==> config.mk <==
export PLATFORM = sky130hd
export DESIGN_NAME = rstk_tracker
export DESIGN_NICKNAME = d
export VERILOG_FILES = /design/src/rtl/rstk_pkg.sv /design/src/rtl/rstk_tracker.sv
export SDC_FILE = /design/constraint.sdc
export NUM_CORES = 2
export LEC_CHECK = 0
export BUFFER_PORTS_ARGS = -buffer_cell sky130_fd_sc_hd__buf_2
export CORE_MARGIN = 5
export CORE_UTILIZATION = 40
export CTS_BUF_LIST = sky130_fd_sc_hd__clkbuf_8
export DETAILED_ROUTE_END_ITERATION = 10
export PLACE_DENSITY = 0.54
export SLEW_MARGIN = 20
export SYNTH_ARGS = -nofsm -noshare
export SYNTH_HDL_FRONTEND = slang
export SYNTH_SLANG_ARGS = --single-unit
==> constraint.sdc <==
create_clock -name core_clk_in -period 25.1 [get_ports core_clk_in]
set_input_delay 3.765 -clock core_clk_in [delete_from_list [all_inputs] [get_ports core_clk_in]]
set_output_delay 3.765 -clock core_clk_in [all_outputs]
set_load 0.01 [all_outputs]
==> src/rtl/rstk_pkg.sv <==
// constants and types for the rotor sensor tracker
package rstk_pkg;
   // ****************
   // register offsets
   // ****************
   localparam logic [7:0] ADDR_CTRL = 8'h00;
   localparam logic [7:0] ADDR_CONFIG = 8'h04;
   localparam logic [7:0] ADDR_TRIM = 8'h08;
   localparam logic [7:0] ADDR_SILENCE = 8'h0c;
   localparam logic [7:0] ADDR_SPAN = 8'h10;
   localparam logic [7:0] ADDR_SELECT = 8'h14;
   localparam logic [7:0] ADDR_UP = 8'h18;
   localparam logic [7:0] ADDR_DOWN = 8'h1c;
   localparam logic [7:0] ADDR_FAULT = 8'h20;
   localparam logic [7:0] ADDR_TALLY_LOW = 8'h24;
   localparam logic [7:0] ADDR_TALLY_HIGH = 8'h28;
   localparam logic [7:0] ADDR_ANGLE = 8'h2c;
   localparam logic [7:0] ADDR_STATUS = 8'h30;
   // ****************
   // fields and reset values
   // ****************
   localparam int CFG_ARCTAN_BIT = 5;
   localparam int FAULT_ZERO_BIT = 0;
   localparam int FAULT_TIMEOUT_BIT = 1;
   localparam int FAULT_INVALID_BIT = 15;
   localparam logic [15:0] RESET_CONFIG = 16'h0000;
   localparam logic [15:0] RESET_TRIM = 16'h0000;
   localparam logic [15:0] RESET_SILENCE = 16'h000a;
   localparam logic [15:0] RESET_SPAN = 16'h0006;
   localparam logic [15:0] RESET_UP = 16'h1000;
   localparam logic [15:0] RESET_DOWN = 16'h0c00;
   // sensor modes in config bits 1:0
   localparam logic [1:0] MODE_THREE = 2'h0;
   localparam logic [1:0] MODE_TWO = 2'h1;
   localparam logic [1:0] MODE_ANALOG = 2'h2;
   // angle sources
   localparam logic [1:0] SRC_SENSOR = 2'h0;
   localparam logic [1:0] SRC_FLUX = 2'h1;
   localparam logic [1:0] SRC_HYBRID = 2'h2;
   // ****************
   // timing
   // ****************
   localparam int CLK_HZ = 25000000;
   localparam int SILENCE_UNIT_MS = 16;
   localparam int SILENCE_UNIT_CYCLES = SILENCE_UNIT_MS * (CLK_HZ / 1000);
   localparam logic [12:0] ZERO_FREQ_PERIODS = 13'h1000;
   localparam logic [12:0] INTERVAL_MAX = 13'h1fff;
   // ****************
   // angle scale: 65536 counts per turn
   // ****************
   localparam logic [15:0] ANG_M60 = 16'hd555;
   localparam logic [15:0] ANG_M30 = 16'heaab;
   localparam logic [15:0] ANG_0 = 16'h0000;
   localparam logic [15:0] ANG_30 = 16'h1555;
   localparam logic [15:0] ANG_60 = 16'h2aab;
   localparam logic [15:0] ANG_90 = 16'h4000;
   localparam logic [15:0] ANG_120 = 16'h5555;
   localparam logic [15:0] ANG_150 = 16'h6aab;
   localparam logic [15:0] ANG_180 = 16'h8000;
   localparam logic [15:0] ANG_210 = 16'h9555;
   localparam logic [15:0] ANG_240 = 16'haaab;
   localparam logic [15:0] ANG_270 = 16'hc000;
   localparam logic [15:0] INV_SQRT3_Q15 = 16'h49e7;
   localparam int CORDIC_STEPS = 14;
   localparam logic [15:0] ATAN_TABLE [0:13] = '{16'h2000, 16'h12e4, 16'h09fb, 16'h0511,
      16'h028b, 16'h0146, 16'h00a3, 16'h0051, 16'h0029, 16'h0014, 16'h000a, 16'h0005,
      16'h0003, 16'h0001};
   typedef enum logic [1:0] {
      RSTK_IDLE = 2'b00,
      RSTK_TURN = 2'b01,
      RSTK_DONE = 2'b11
   } rstk_cordic_t;
endpackage

==> src/rtl/rstk_tracker.sv <==
// rotor sensor tracker: fault checks, pattern validation, tally, angle output
//
// Implementation choices: strobed register access and the register addresses.
`timescale 1ns/1ps
`default_nettype none
module rstk_tracker
   import rstk_pkg::*;
#(
   parameter int SILENCE_UNIT = SILENCE_UNIT_CYCLES
) (
   input wire logic core_clk_in,
   input wire logic rstn_in,
   input wire logic [7:0] addr_in,
   input wire logic [31:0] wr_data_in,
   input wire logic wr_in,
   input wire logic rd_in,
   output logic [31:0] rd_data_out,
   input wire logic pwm_tick_in,
   input wire logic sensor_input_a_in,
   input wire logic sensor_input_b_in,
   input wire logic sensor_input_c_in,
   input wire logic [11:0] analog_pair1_pos_in,
   input wire logic [11:0] analog_pair1_neg_in,
   input wire logic [11:0] analog_pair2_pos_in,
   input wire logic [11:0] analog_pair2_neg_in,
   input wire logic [15:0] flux_angle_in,
   input wire logic [15:0] motor_speed_in,
   output logic [15:0] rotor_angle_out,
   output logic [15:0] fault_word_out
);
   // ****************
   // lookup functions
   // ****************
   // sector of a pattern, 7 when not part of the mode's sequence
   function automatic logic [2:0] sector_of(input logic [1:0] mode, input logic [2:0] p);
      logic [2:0] s;
      s = 3'h7;
      if (mode == MODE_TWO) begin
         case (p)
            3'h3: s = 3'h1;
            3'h2: s = 3'h2;
            3'h0: s = 3'h4;
            3'h1: s = 3'h5;
            default: s = 3'h7;
         endcase
      end else begin
         case (p)
            3'h1: s = 3'h0;
            3'h3: s = 3'h1;
            3'h2: s = 3'h2;
            3'h6: s = 3'h3;
            3'h4: s = 3'h4;
            3'h5: s = 3'h5;
            default: s = 3'h7;
         endcase
      end
      return s;
   endfunction

   // pattern expected next in one direction
   function automatic logic [2:0] next_of(input logic [1:0] mode, input logic [2:0] p,
                                          input logic cw);
      logic [2:0] n;
      n = p;
      if (mode == MODE_TWO) begin
         case (p)
            3'h3: n = cw ? 3'h2 : 3'h1;
            3'h2: n = cw ? 3'h0 : 3'h3;
            3'h0: n = cw ? 3'h1 : 3'h2;
            default: n = cw ? 3'h3 : 3'h0;
         endcase
      end else begin
         case (p)
            3'h1: n = cw ? 3'h3 : 3'h5;
            3'h3: n = cw ? 3'h2 : 3'h1;
            3'h2: n = cw ? 3'h6 : 3'h3;
            3'h6: n = cw ? 3'h4 : 3'h2;
            3'h4: n = cw ? 3'h5 : 3'h6;
            default: n = cw ? 3'h1 : 3'h4;
         endcase
      end
      return n;
   endfunction

   // start edge angle of a sector
   function automatic logic [15:0] edge_of(input logic [2:0] s);
      logic [15:0] a;
      case (s)
         3'h0: a = ANG_M60;
         3'h1: a = ANG_0;
         3'h2: a = ANG_60;
         3'h3: a = ANG_120;
         3'h4: a = ANG_180;
         default: a = ANG_240;
      endcase
      return a;
   endfunction

   // wide sectors only exist with two sensors
   function automatic logic wide_of(input logic [1:0] mode, input logic [2:0] s);
      return (mode == MODE_TWO) && ((s == 3'h2) || (s == 3'h5));
   endfunction

   // ****************
   // register file
   // ****************
   logic run;
   logic [15:0] config_reg;
   logic [15:0] angle_trim;
   logic [15:0] sensor_silence_limit;
   logic [15:0] arctan_sector_span;
   logic [1:0] angle_source_select;
   logic [15:0] up_switch_speed;
   logic [15:0] down_switch_speed;
   logic [15:0] fault_word;
   logic [31:0] tally;
   logic [2:0] pattern;
   logic [2:0] sector;
   logic using_flux;
   logic [1:0] mode;
   logic fault_clear_zero;

   assign mode = config_reg[1:0];
   assign fault_clear_zero = 1'b0;

   always_ff @(posedge core_clk_in) begin
      if (!rstn_in) begin
         run <= 1'b0;
         config_reg <= RESET_CONFIG;
         angle_trim <= RESET_TRIM;
         sensor_silence_limit <= RESET_SILENCE;
         arctan_sector_span <= RESET_SPAN;
         angle_source_select <= SRC_SENSOR;
         up_switch_speed <= RESET_UP;
         down_switch_speed <= RESET_DOWN;
      end else if (wr_in) begin
         if (addr_in == ADDR_CTRL) begin
            run <= wr_data_in[0];
         end else if (addr_in == ADDR_CONFIG) begin
            config_reg <= wr_data_in[15:0];
         end else if (addr_in == ADDR_TRIM) begin
            angle_trim <= wr_data_in[15:0];
         end else if (addr_in == ADDR_SILENCE) begin
            sensor_silence_limit <= wr_data_in[15:0];
         end else if (addr_in == ADDR_SPAN) begin
            arctan_sector_span <= wr_data_in[15:0];
         end else if (addr_in == ADDR_SELECT) begin
            angle_source_select <= wr_data_in[1:0];
         end else if (addr_in == ADDR_UP) begin
            up_switch_speed <= wr_data_in[15:0];
         end else if (addr_in == ADDR_DOWN) begin
            down_switch_speed <= wr_data_in[15:0];
         end
      end
   end

   always_ff @(posedge core_clk_in) begin
      if (!rstn_in) begin
         rd_data_out <= 32'h0000_0000;
      end else if (rd_in) begin
         if (addr_in == ADDR_CTRL) begin
            rd_data_out <= {31'h0, run};
         end else if (addr_in == ADDR_CONFIG) begin
            rd_data_out <= {16'h0, config_reg};
         end else if (addr_in == ADDR_TRIM) begin
            rd_data_out <= {16'h0, angle_trim};
         end else if (addr_in == ADDR_SILENCE) begin
            rd_data_out <= {16'h0, sensor_silence_limit};
         end else if (addr_in == ADDR_SPAN) begin
            rd_data_out <= {16'h0, arctan_sector_span};
         end else if (addr_in == ADDR_SELECT) begin
            rd_data_out <= {30'h0, angle_source_select};
         end else if (addr_in == ADDR_UP) begin
            rd_data_out <= {16'h0, up_switch_speed};
         end else if (addr_in == ADDR_DOWN) begin
            rd_data_out <= {16'h0, down_switch_speed};
         end else if (addr_in == ADDR_FAULT) begin
            rd_data_out <= {16'h0, fault_word};
         end else if (addr_in == ADDR_TALLY_LOW) begin
            rd_data_out <= {16'h0, tally[15:0]};
         end else if (addr_in == ADDR_TALLY_HIGH) begin
            rd_data_out <= {16'h0, tally[31:16]};
         end else if (addr_in == ADDR_ANGLE) begin
            rd_data_out <= {16'h0, rotor_angle_out};
         end else if (addr_in == ADDR_STATUS) begin
            rd_data_out <= {24'h0, using_flux, sector, 1'b0, pattern};
         end else begin
            rd_data_out <= 32'h0000_0000;
         end
      end else begin
         rd_data_out <= 32'h0000_0000;
      end
   end

   // ****************
   // transition capture
   // ****************
   logic [2:0] raw_pattern;
   logic [2:0] seen_pattern;
   logic [2:0] latched_pattern;
   logic pending;
   logic take_event;

   assign raw_pattern = {sensor_input_c_in, sensor_input_b_in, sensor_input_a_in};
   assign take_event = pwm_tick_in && pending;

   always_ff @(posedge core_clk_in) begin
      if (!rstn_in) begin
         seen_pattern <= raw_pattern; // no false event after reset
         latched_pattern <= raw_pattern;
         pending <= 1'b0;
      end else begin
         seen_pattern <= raw_pattern;
         if (raw_pattern != seen_pattern) begin
            latched_pattern <= raw_pattern;
            pending <= 1'b1;
         end else if (take_event) begin
            pending <= 1'b0;
         end
      end
   end

   // ****************
   // zero-speed and timeout checks
   // ****************
   logic [12:0] interval;
   logic zero_freq;
   logic [18:0] unit_count;
   logic [15:0] unit_tally;
   logic timeout_hit;

   always_ff @(posedge core_clk_in) begin
      if (!rstn_in) begin
         interval <= 13'h0;
         zero_freq <= 1'b0;
      end else if (!run) begin
         interval <= 13'h0;
         zero_freq <= 1'b0;
      end else if (take_event) begin
         interval <= 13'h0;
         zero_freq <= (interval > ZERO_FREQ_PERIODS);
      end else if (pwm_tick_in) begin
         if (interval != INTERVAL_MAX) begin
            interval <= interval + 13'h1;
         end
         if (interval > ZERO_FREQ_PERIODS) begin
            zero_freq <= 1'b1;
         end
      end
   end

   always_ff @(posedge core_clk_in) begin
      if (!rstn_in || !zero_freq) begin
         unit_count <= 19'h0;
         unit_tally <= 16'h0;
      end else if (unit_count == 19'(SILENCE_UNIT - 1)) begin
         unit_count <= 19'h0;
         if (unit_tally != 16'hffff) begin
            unit_tally <= unit_tally + 16'h1;
         end
      end else begin
         unit_count <= unit_count + 19'h1;
      end
   end

   assign timeout_hit = zero_freq && (unit_tally >= sensor_silence_limit);

   // ****************
   // pattern validation and tally
   // ****************
   logic [1:0] invalid_run;
   logic [1:0] unexpected_run;
   logic is_invalid;
   logic match_cw;
   logic match_ccw;
   logic [2:0] new_sector;
   logic [15:0] est_angle;
   logic [15:0] moves;
   logic run_d;
   logic invalid_confirm;

   assign is_invalid = (mode == MODE_THREE) && ((latched_pattern == 3'h7) ||
                       (latched_pattern == 3'h0));
   assign match_cw = latched_pattern == next_of(mode, pattern, 1'b1);
   assign match_ccw = latched_pattern == next_of(mode, pattern, 1'b0);
   assign new_sector = sector_of(mode, latched_pattern);
   assign invalid_confirm = take_event && ((is_invalid && invalid_run == 2'h1) ||
      (!is_invalid && !match_cw && !match_ccw && unexpected_run == 2'h2));

   always_ff @(posedge core_clk_in) begin
      if (!rstn_in) begin
         run_d <= 1'b0;
         pattern <= 3'h0;
         sector <= 3'h0;
         est_angle <= ANG_0;
         tally <= 32'h0;
         moves <= 16'h0;
         invalid_run <= 2'h0;
         unexpected_run <= 2'h0;
      end else begin
         run_d <= run;
         if (run && !run_d) begin
            pattern <= raw_pattern;
            sector <= sector_of(mode, raw_pattern);
            moves <= 16'h0;
            invalid_run <= 2'h0;
            unexpected_run <= 2'h0;
            if (mode == MODE_TWO) begin
               case (raw_pattern)
                  3'h1: est_angle <= ANG_M60;
                  3'h3: est_angle <= ANG_30;
                  3'h2: est_angle <= ANG_120;
                  default: est_angle <= ANG_210;
               endcase
            end else begin
               case (raw_pattern)
                  3'h1: est_angle <= ANG_M30;
                  3'h3: est_angle <= ANG_30;
                  3'h2: est_angle <= ANG_90;
                  3'h6: est_angle <= ANG_150;
                  3'h4: est_angle <= ANG_210;
                  default: est_angle <= ANG_270;
               endcase
            end
         end else if (take_event) begin
            if (is_invalid) begin
               invalid_run <= (invalid_run == 2'h1) ? 2'h0 : invalid_run + 2'h1;
               unexpected_run <= 2'h0;
            end else if (!match_cw && !match_ccw) begin
               unexpected_run <= (unexpected_run == 2'h2) ? 2'h0 : unexpected_run + 2'h1;
               invalid_run <= 2'h0;
            end else begin
               invalid_run <= 2'h0;
               unexpected_run <= 2'h0;
               pattern <= latched_pattern;
               sector <= new_sector;
               if (moves != 16'hffff) begin
                  moves <= moves + 16'h1;
               end
               if (match_cw) begin
                  est_angle <= edge_of(new_sector);
                  tally <= tally + (wide_of(mode, sector) ? 32'h2 : 32'h1);
               end else begin
                  est_angle <= edge_of(sector);
                  tally <= tally - (wide_of(mode, new_sector) ? 32'h2 : 32'h1);
               end
            end
         end
      end
   end

   // sticky timeout and invalid bits, set wins over a write-one clear; zero bit follows zero_freq
   always_ff @(posedge core_clk_in) begin
      if (!rstn_in) begin
         fault_word <= 16'h0000;
      end else begin
         fault_word[FAULT_ZERO_BIT] <= zero_freq;
         if (timeout_hit) begin
            fault_word[FAULT_TIMEOUT_BIT] <= 1'b1;
         end else if (wr_in && addr_in == ADDR_FAULT && wr_data_in[FAULT_TIMEOUT_BIT]) begin
            fault_word[FAULT_TIMEOUT_BIT] <= 1'b0;
         end
         if (invalid_confirm) begin
            fault_word[FAULT_INVALID_BIT] <= 1'b1;
         end else if (wr_in && addr_in == ADDR_FAULT && wr_data_in[FAULT_INVALID_BIT]) begin
            fault_word[FAULT_INVALID_BIT] <= 1'b0;
         end
      end
   end

   // ****************
   // differential, clarke and arctangent
   // ****************
   logic signed [12:0] diff_u;
   logic signed [12:0] diff_v;
   logic signed [31:0] beta_product;
   rstk_cordic_t cordic_state;
   logic signed [17:0] cx;
   logic signed [17:0] cy;
   logic [15:0] cz;
   logic [3:0] step;
   logic [15:0] arctan_angle;

   assign beta_product = (32'(diff_u) + 32'(diff_v) + 32'(diff_v)) *
                         $signed({16'h0, INV_SQRT3_Q15});

   always_ff @(posedge core_clk_in) begin
      if (!rstn_in) begin
         diff_u <= 13'sh0;
         diff_v <= 13'sh0;
      end else if (pwm_tick_in) begin
         diff_u <= $signed({1'b0, analog_pair1_pos_in}) - $signed({1'b0, analog_pair1_neg_in});
         diff_v <= $signed({1'b0, analog_pair2_pos_in}) - $signed({1'b0, analog_pair2_neg_in});
      end
   end

   always_ff @(posedge core_clk_in) begin
      if (!rstn_in) begin
         cordic_state <= RSTK_IDLE;
         cx <= 18'sh0;
         cy <= 18'sh0;
         cz <= 16'h0;
         step <= 4'h0;
         arctan_angle <= 16'h0;
      end else begin
         case (cordic_state)
            RSTK_IDLE: begin
               if (pwm_tick_in) begin
                  cordic_state <= RSTK_TURN;
                  step <= 4'h0;
                  if (diff_u < 0) begin
                     cx <= -18'(diff_u);
                     cy <= -18'(beta_product >>> 15);
                     cz <= ANG_180;
                  end else begin
                     cx <= 18'(diff_u);
                     cy <= 18'(beta_product >>> 15);
                     cz <= ANG_0;
                  end
               end
            end
            RSTK_TURN: begin
               if (cy > 0) begin
                  cx <= cx + (cy >>> step);
                  cy <= cy - (cx >>> step);
                  cz <= cz + ATAN_TABLE[step];
               end else begin
                  cx <= cx - (cy >>> step);
                  cy <= cy + (cx >>> step);
                  cz <= cz - ATAN_TABLE[step];
               end
               step <= step + 4'h1;
               if (step == 4'(CORDIC_STEPS - 1)) begin
                  cordic_state <= RSTK_DONE;
               end
            end
            RSTK_DONE: begin
               arctan_angle <= cz + angle_trim;
               cordic_state <= RSTK_IDLE;
            end
            default: cordic_state <= RSTK_IDLE;
         endcase
      end
   end

   // ****************
   // angle source selection
   // ****************
   logic arctan_active;

   assign arctan_active = config_reg[CFG_ARCTAN_BIT] && (mode == MODE_ANALOG) &&
                          (moves < arctan_sector_span);

   always_ff @(posedge core_clk_in) begin
      if (!rstn_in) begin
         using_flux <= 1'b0;
      end else if (angle_source_select != SRC_HYBRID) begin
         using_flux <= 1'b0;
      end else if (pwm_tick_in) begin
         if (!using_flux && motor_speed_in > up_switch_speed) begin
            using_flux <= 1'b1;
         end else if (using_flux && motor_speed_in < down_switch_speed) begin
            using_flux <= 1'b0;
         end
      end
   end

   // sensor and flux paths both run; only the output is switched
   always_ff @(posedge core_clk_in) begin
      if (!rstn_in) begin
         rotor_angle_out <= 16'h0;
      end else if (pwm_tick_in) begin
         if (angle_source_select == SRC_FLUX || using_flux) begin
            rotor_angle_out <= flux_angle_in;
         end else if (arctan_active) begin
            rotor_angle_out <= arctan_angle;
         end else begin
            rotor_angle_out <= est_angle + angle_trim;
         end
      end
   end

   always_ff @(posedge core_clk_in) begin
      if (!rstn_in) begin
         fault_word_out <= 16'h0;
      end else begin
         fault_word_out <= fault_word;
      end
   end
endmodule // rstk_tracker
`default_nettype wire
==> reports/metrics.csv <==
stage,metric,value,unit
status,status,"complete, no violations",
die,fp.dieW,286,µm
global_route,grt_use_total,0.221,
sta,whs,456,ps
worst_hold_path,min_path_type,flop to flop,
cts,cts-root-buf,clkbuf_8,
setup_path,required,25640,ps
die,rows,101,
cts,htreeDepth,3,
cells_and_area,top_register,tally,
cells_and_area,fin_cells,4891,
setup_path,crit_top_cell,fa_1,
synth,synthXorXnorAreaFrac,0.0723,
sta,finalCritPeriodShare,0.393,
cts,post_cts_buffers,0,
route,antenna_left,0,
cts,cts.reportedPaths.clkPinSlew,60,ps
die,dieArea,81600,µm²
cells_and_area,fin_nets,4407,
global_route,grt_pass1_vias,25200,
cts,cts.repair.resized,0,
placement,globalplace.congestion,0.959,
setup_path,crit_family,adder cells,
synth,synth.area.top_cells,"dfxtp_1 23%, ha_1 14%, nand2_1 6.0%",
cells_and_area,reg_top3,"tally: 32 flops, unit_count: 19 flops",
route,drc_errors,0,
sta,drv_slew,0,
cts,cts_sinks,358,
synth,synth.top_cell.area_share,0.234,
setup_path,end_kind,flop,
setup_path,slowest_delay,600,ps
synth,synth_edf_count,3,
route,vias,26700,
synth,syn_avg_cell_area,8.07,µm²
synth,syn_area,30400,µm²
synth,seq_area_frac_synth,0.237,
placement,portBuffers,146,
power_and_ir_drop,vdd_drop_max,0.287,mV
synth,synth-simple-area-share,0.183,
synth,syn_inst,3766,
setup_path,worst-path-max-fanout,7,
synth,synthAdderAreaFrac,0.191,
setup_path,crit_type,flop to flop,
cells_and_area,num-fill-cells,7637,
die,initial_utilization,0.402,
cts,cts_buffers,71,
setup_path,crit_slowest_cell,xnor2_1,
die,core-area,75700,µm²
synth,netlist-cell-type-count,95,
die,die_h,286,µm
sta,tightestPinTransition,1050,ps
cts,holdBufCountCts,0,
cts,cts_max_path_buffers,3,
cells_and_area,drive_above_1_share,0.0979,
synth,synth_compound_area_frac,0.206,
synth,synth_top_family_by_area,compound AO/OA/AOI/OAI gates,
power_and_ir_drop,power,4.73,mW
cells_and_area,multi_input_area,21500,µm²
setup_path,crit_arrival,10410,ps
sta,slew_headroom,0.296,
sta,fin_crit,9870,ps
sta,finalSetupViolations,0,
synth,synth_area_leader_cell,dfxtp_1,
synth,ys_warn_count,0,
synth,yosys-top-cells-count,"488 x nand2_1, 355 x dfxtp_1, 351 x ha_1, 310 x nor2_1, 298 x a21oi_1",
power_and_ir_drop,power_leakage,14.6,nW
sta,finalClockSkew,49.0,ps
cells_and_area,regArea,7200,µm²
placement,dp_hpwl,70600,µm
sta,fin_ws,15230,ps
cts,insertion_delay,670,ps
job,cap_violations,0,
global_route,antenna_found_initial,7,
placement,placed_cells,4762,
global_route,grt_pass1_wl,145000,µm
synth,async_reset_ff_frac,0,
sta,finalSetupTns,0,ps
route,viasPerCell,5.47,
global_route,grt_max_degree,72,
synth,synth-seq-cells,358,
route,finalWirelength,92600,µm
cts,cts_tree,built,
die,io_pins,192,
sta,max_freq,101,MHz
cells_and_area,largest_register_ff_count,32,
setup_path,crit_buf_inv,3,
sta,hold_violations,0,
placement,dp_slack,15180,ps
global_route,grt_overflow,0,
route,wire_per_inst,18.9,µm
sta,rsz0062_at_grt,no,
cells_and_area,syn_to_final_growth,10.2,%
setup_path,cp-start-kind,flop,
route,firstDrtPassIters,7,
power_and_ir_drop,p_per_area,141,nW/µm²
route,drt_iter0_markers,2174,
synth,synth_mux_area_frac,0.0503,
synth,synthMostInstantiatedCell,nand2_1,
synth,synth_flop_cell,dfxtp_1,
-- final cells by class --
type / count / share of cell area
diodes: 2 / 0.000149
clock buffers: 88 / 0.0362
clock inverters: 39 / 0.0111
inverters: 251 / 0.0282
multi-input cells: 2988 / 0.642
flip-flops and latches: 358 / 0.215
well taps: 978 / 0.0365
repair buffers: 187 / 0.0311
-- per-stage QoR --
| step | area (µm²) | util |
|---|---|---|
| floorplan | 30500 | - |
| global placement | 31900 | 0.421 |
| detailed placement | 31900 | 0.421 |
| CTS | 33500 | 0.442 |
| global route | 33500 | 0.443 |
| finish | 33500 | 0.443 |
-- per-layer routing --
layer / track usage / vias up / wire length [µm]
met1: 0.322 / 12400 / 44200
li1: - / 13400 / -
met2: 0.342 / 755 / 40100
met4: 0.0643 / 4 / 2690
met5: 0 / - / 19
met3: 0.0311 / 162 / 5550
-- where the power goes --
group | internal [mW] | switching, mW | total [mW]
clock network | 0.383 | 0.287 | 0.669
registers | 0.610 | 0.0662 | 0.676
logic | 1.45 | 1.93 | 3.38
-- cell families after synthesis --
kind of cell	after synthesis
and+or+nand+nor	1221
AOI/OAI and AO/OA	957
buffers and inverters	448
adders and majority gates	422
DFF	358
xor gates and xnor gates	251
muxes	108
other	1
-- final timing paths --
check                                      start                to  slack (ps)  cells after the start
worst min-delay path            arctan_angle[13]  arctan_angle[13]         460                      2
worst min register to register  arctan_angle[13]  arctan_angle[13]         460                      2
worst max register to register         diff_u[1]            cy[15]       15230                     35
worst max-delay path                   diff_u[1]            cy[15]       15230                     35
-- placed cells by master, fill, tap and decap left out, drive strengths merged, types with 29 or more instances in the layout --
cell type / Yosys / final
a211oi: 32 / 32
conb: 1 / 29
nand2: 488 / 488
a22oi: 51 / 51
a21boi: 62 / 62
nor2: 310 / 310
nor3: 63 / 63
nand3: 86 / 86
fa: 71 / 71
buf: 69 / 187
nand2b: 39 / 39
a21o: 86 / 86
mux2i: 65 / 65
a21oi: 299 / 299
inv: 248 / 266
or3: 32 / 32
xnor2: 134 / 134
xor2: 117 / 117
o21ai: 168 / 168
dfxtp: 355 / 355
nor2b: 66 / 66
clkbuf: 128 / 88
mux4: 35 / 35
ha: 351 / 351
-- worst min-delay path, cell delays in order (launching register included) --
cell and delay, ps:
dfxtp_1 310, nand2_1 50, a21oi_1 50
Power figures use the tool's default switching activity.
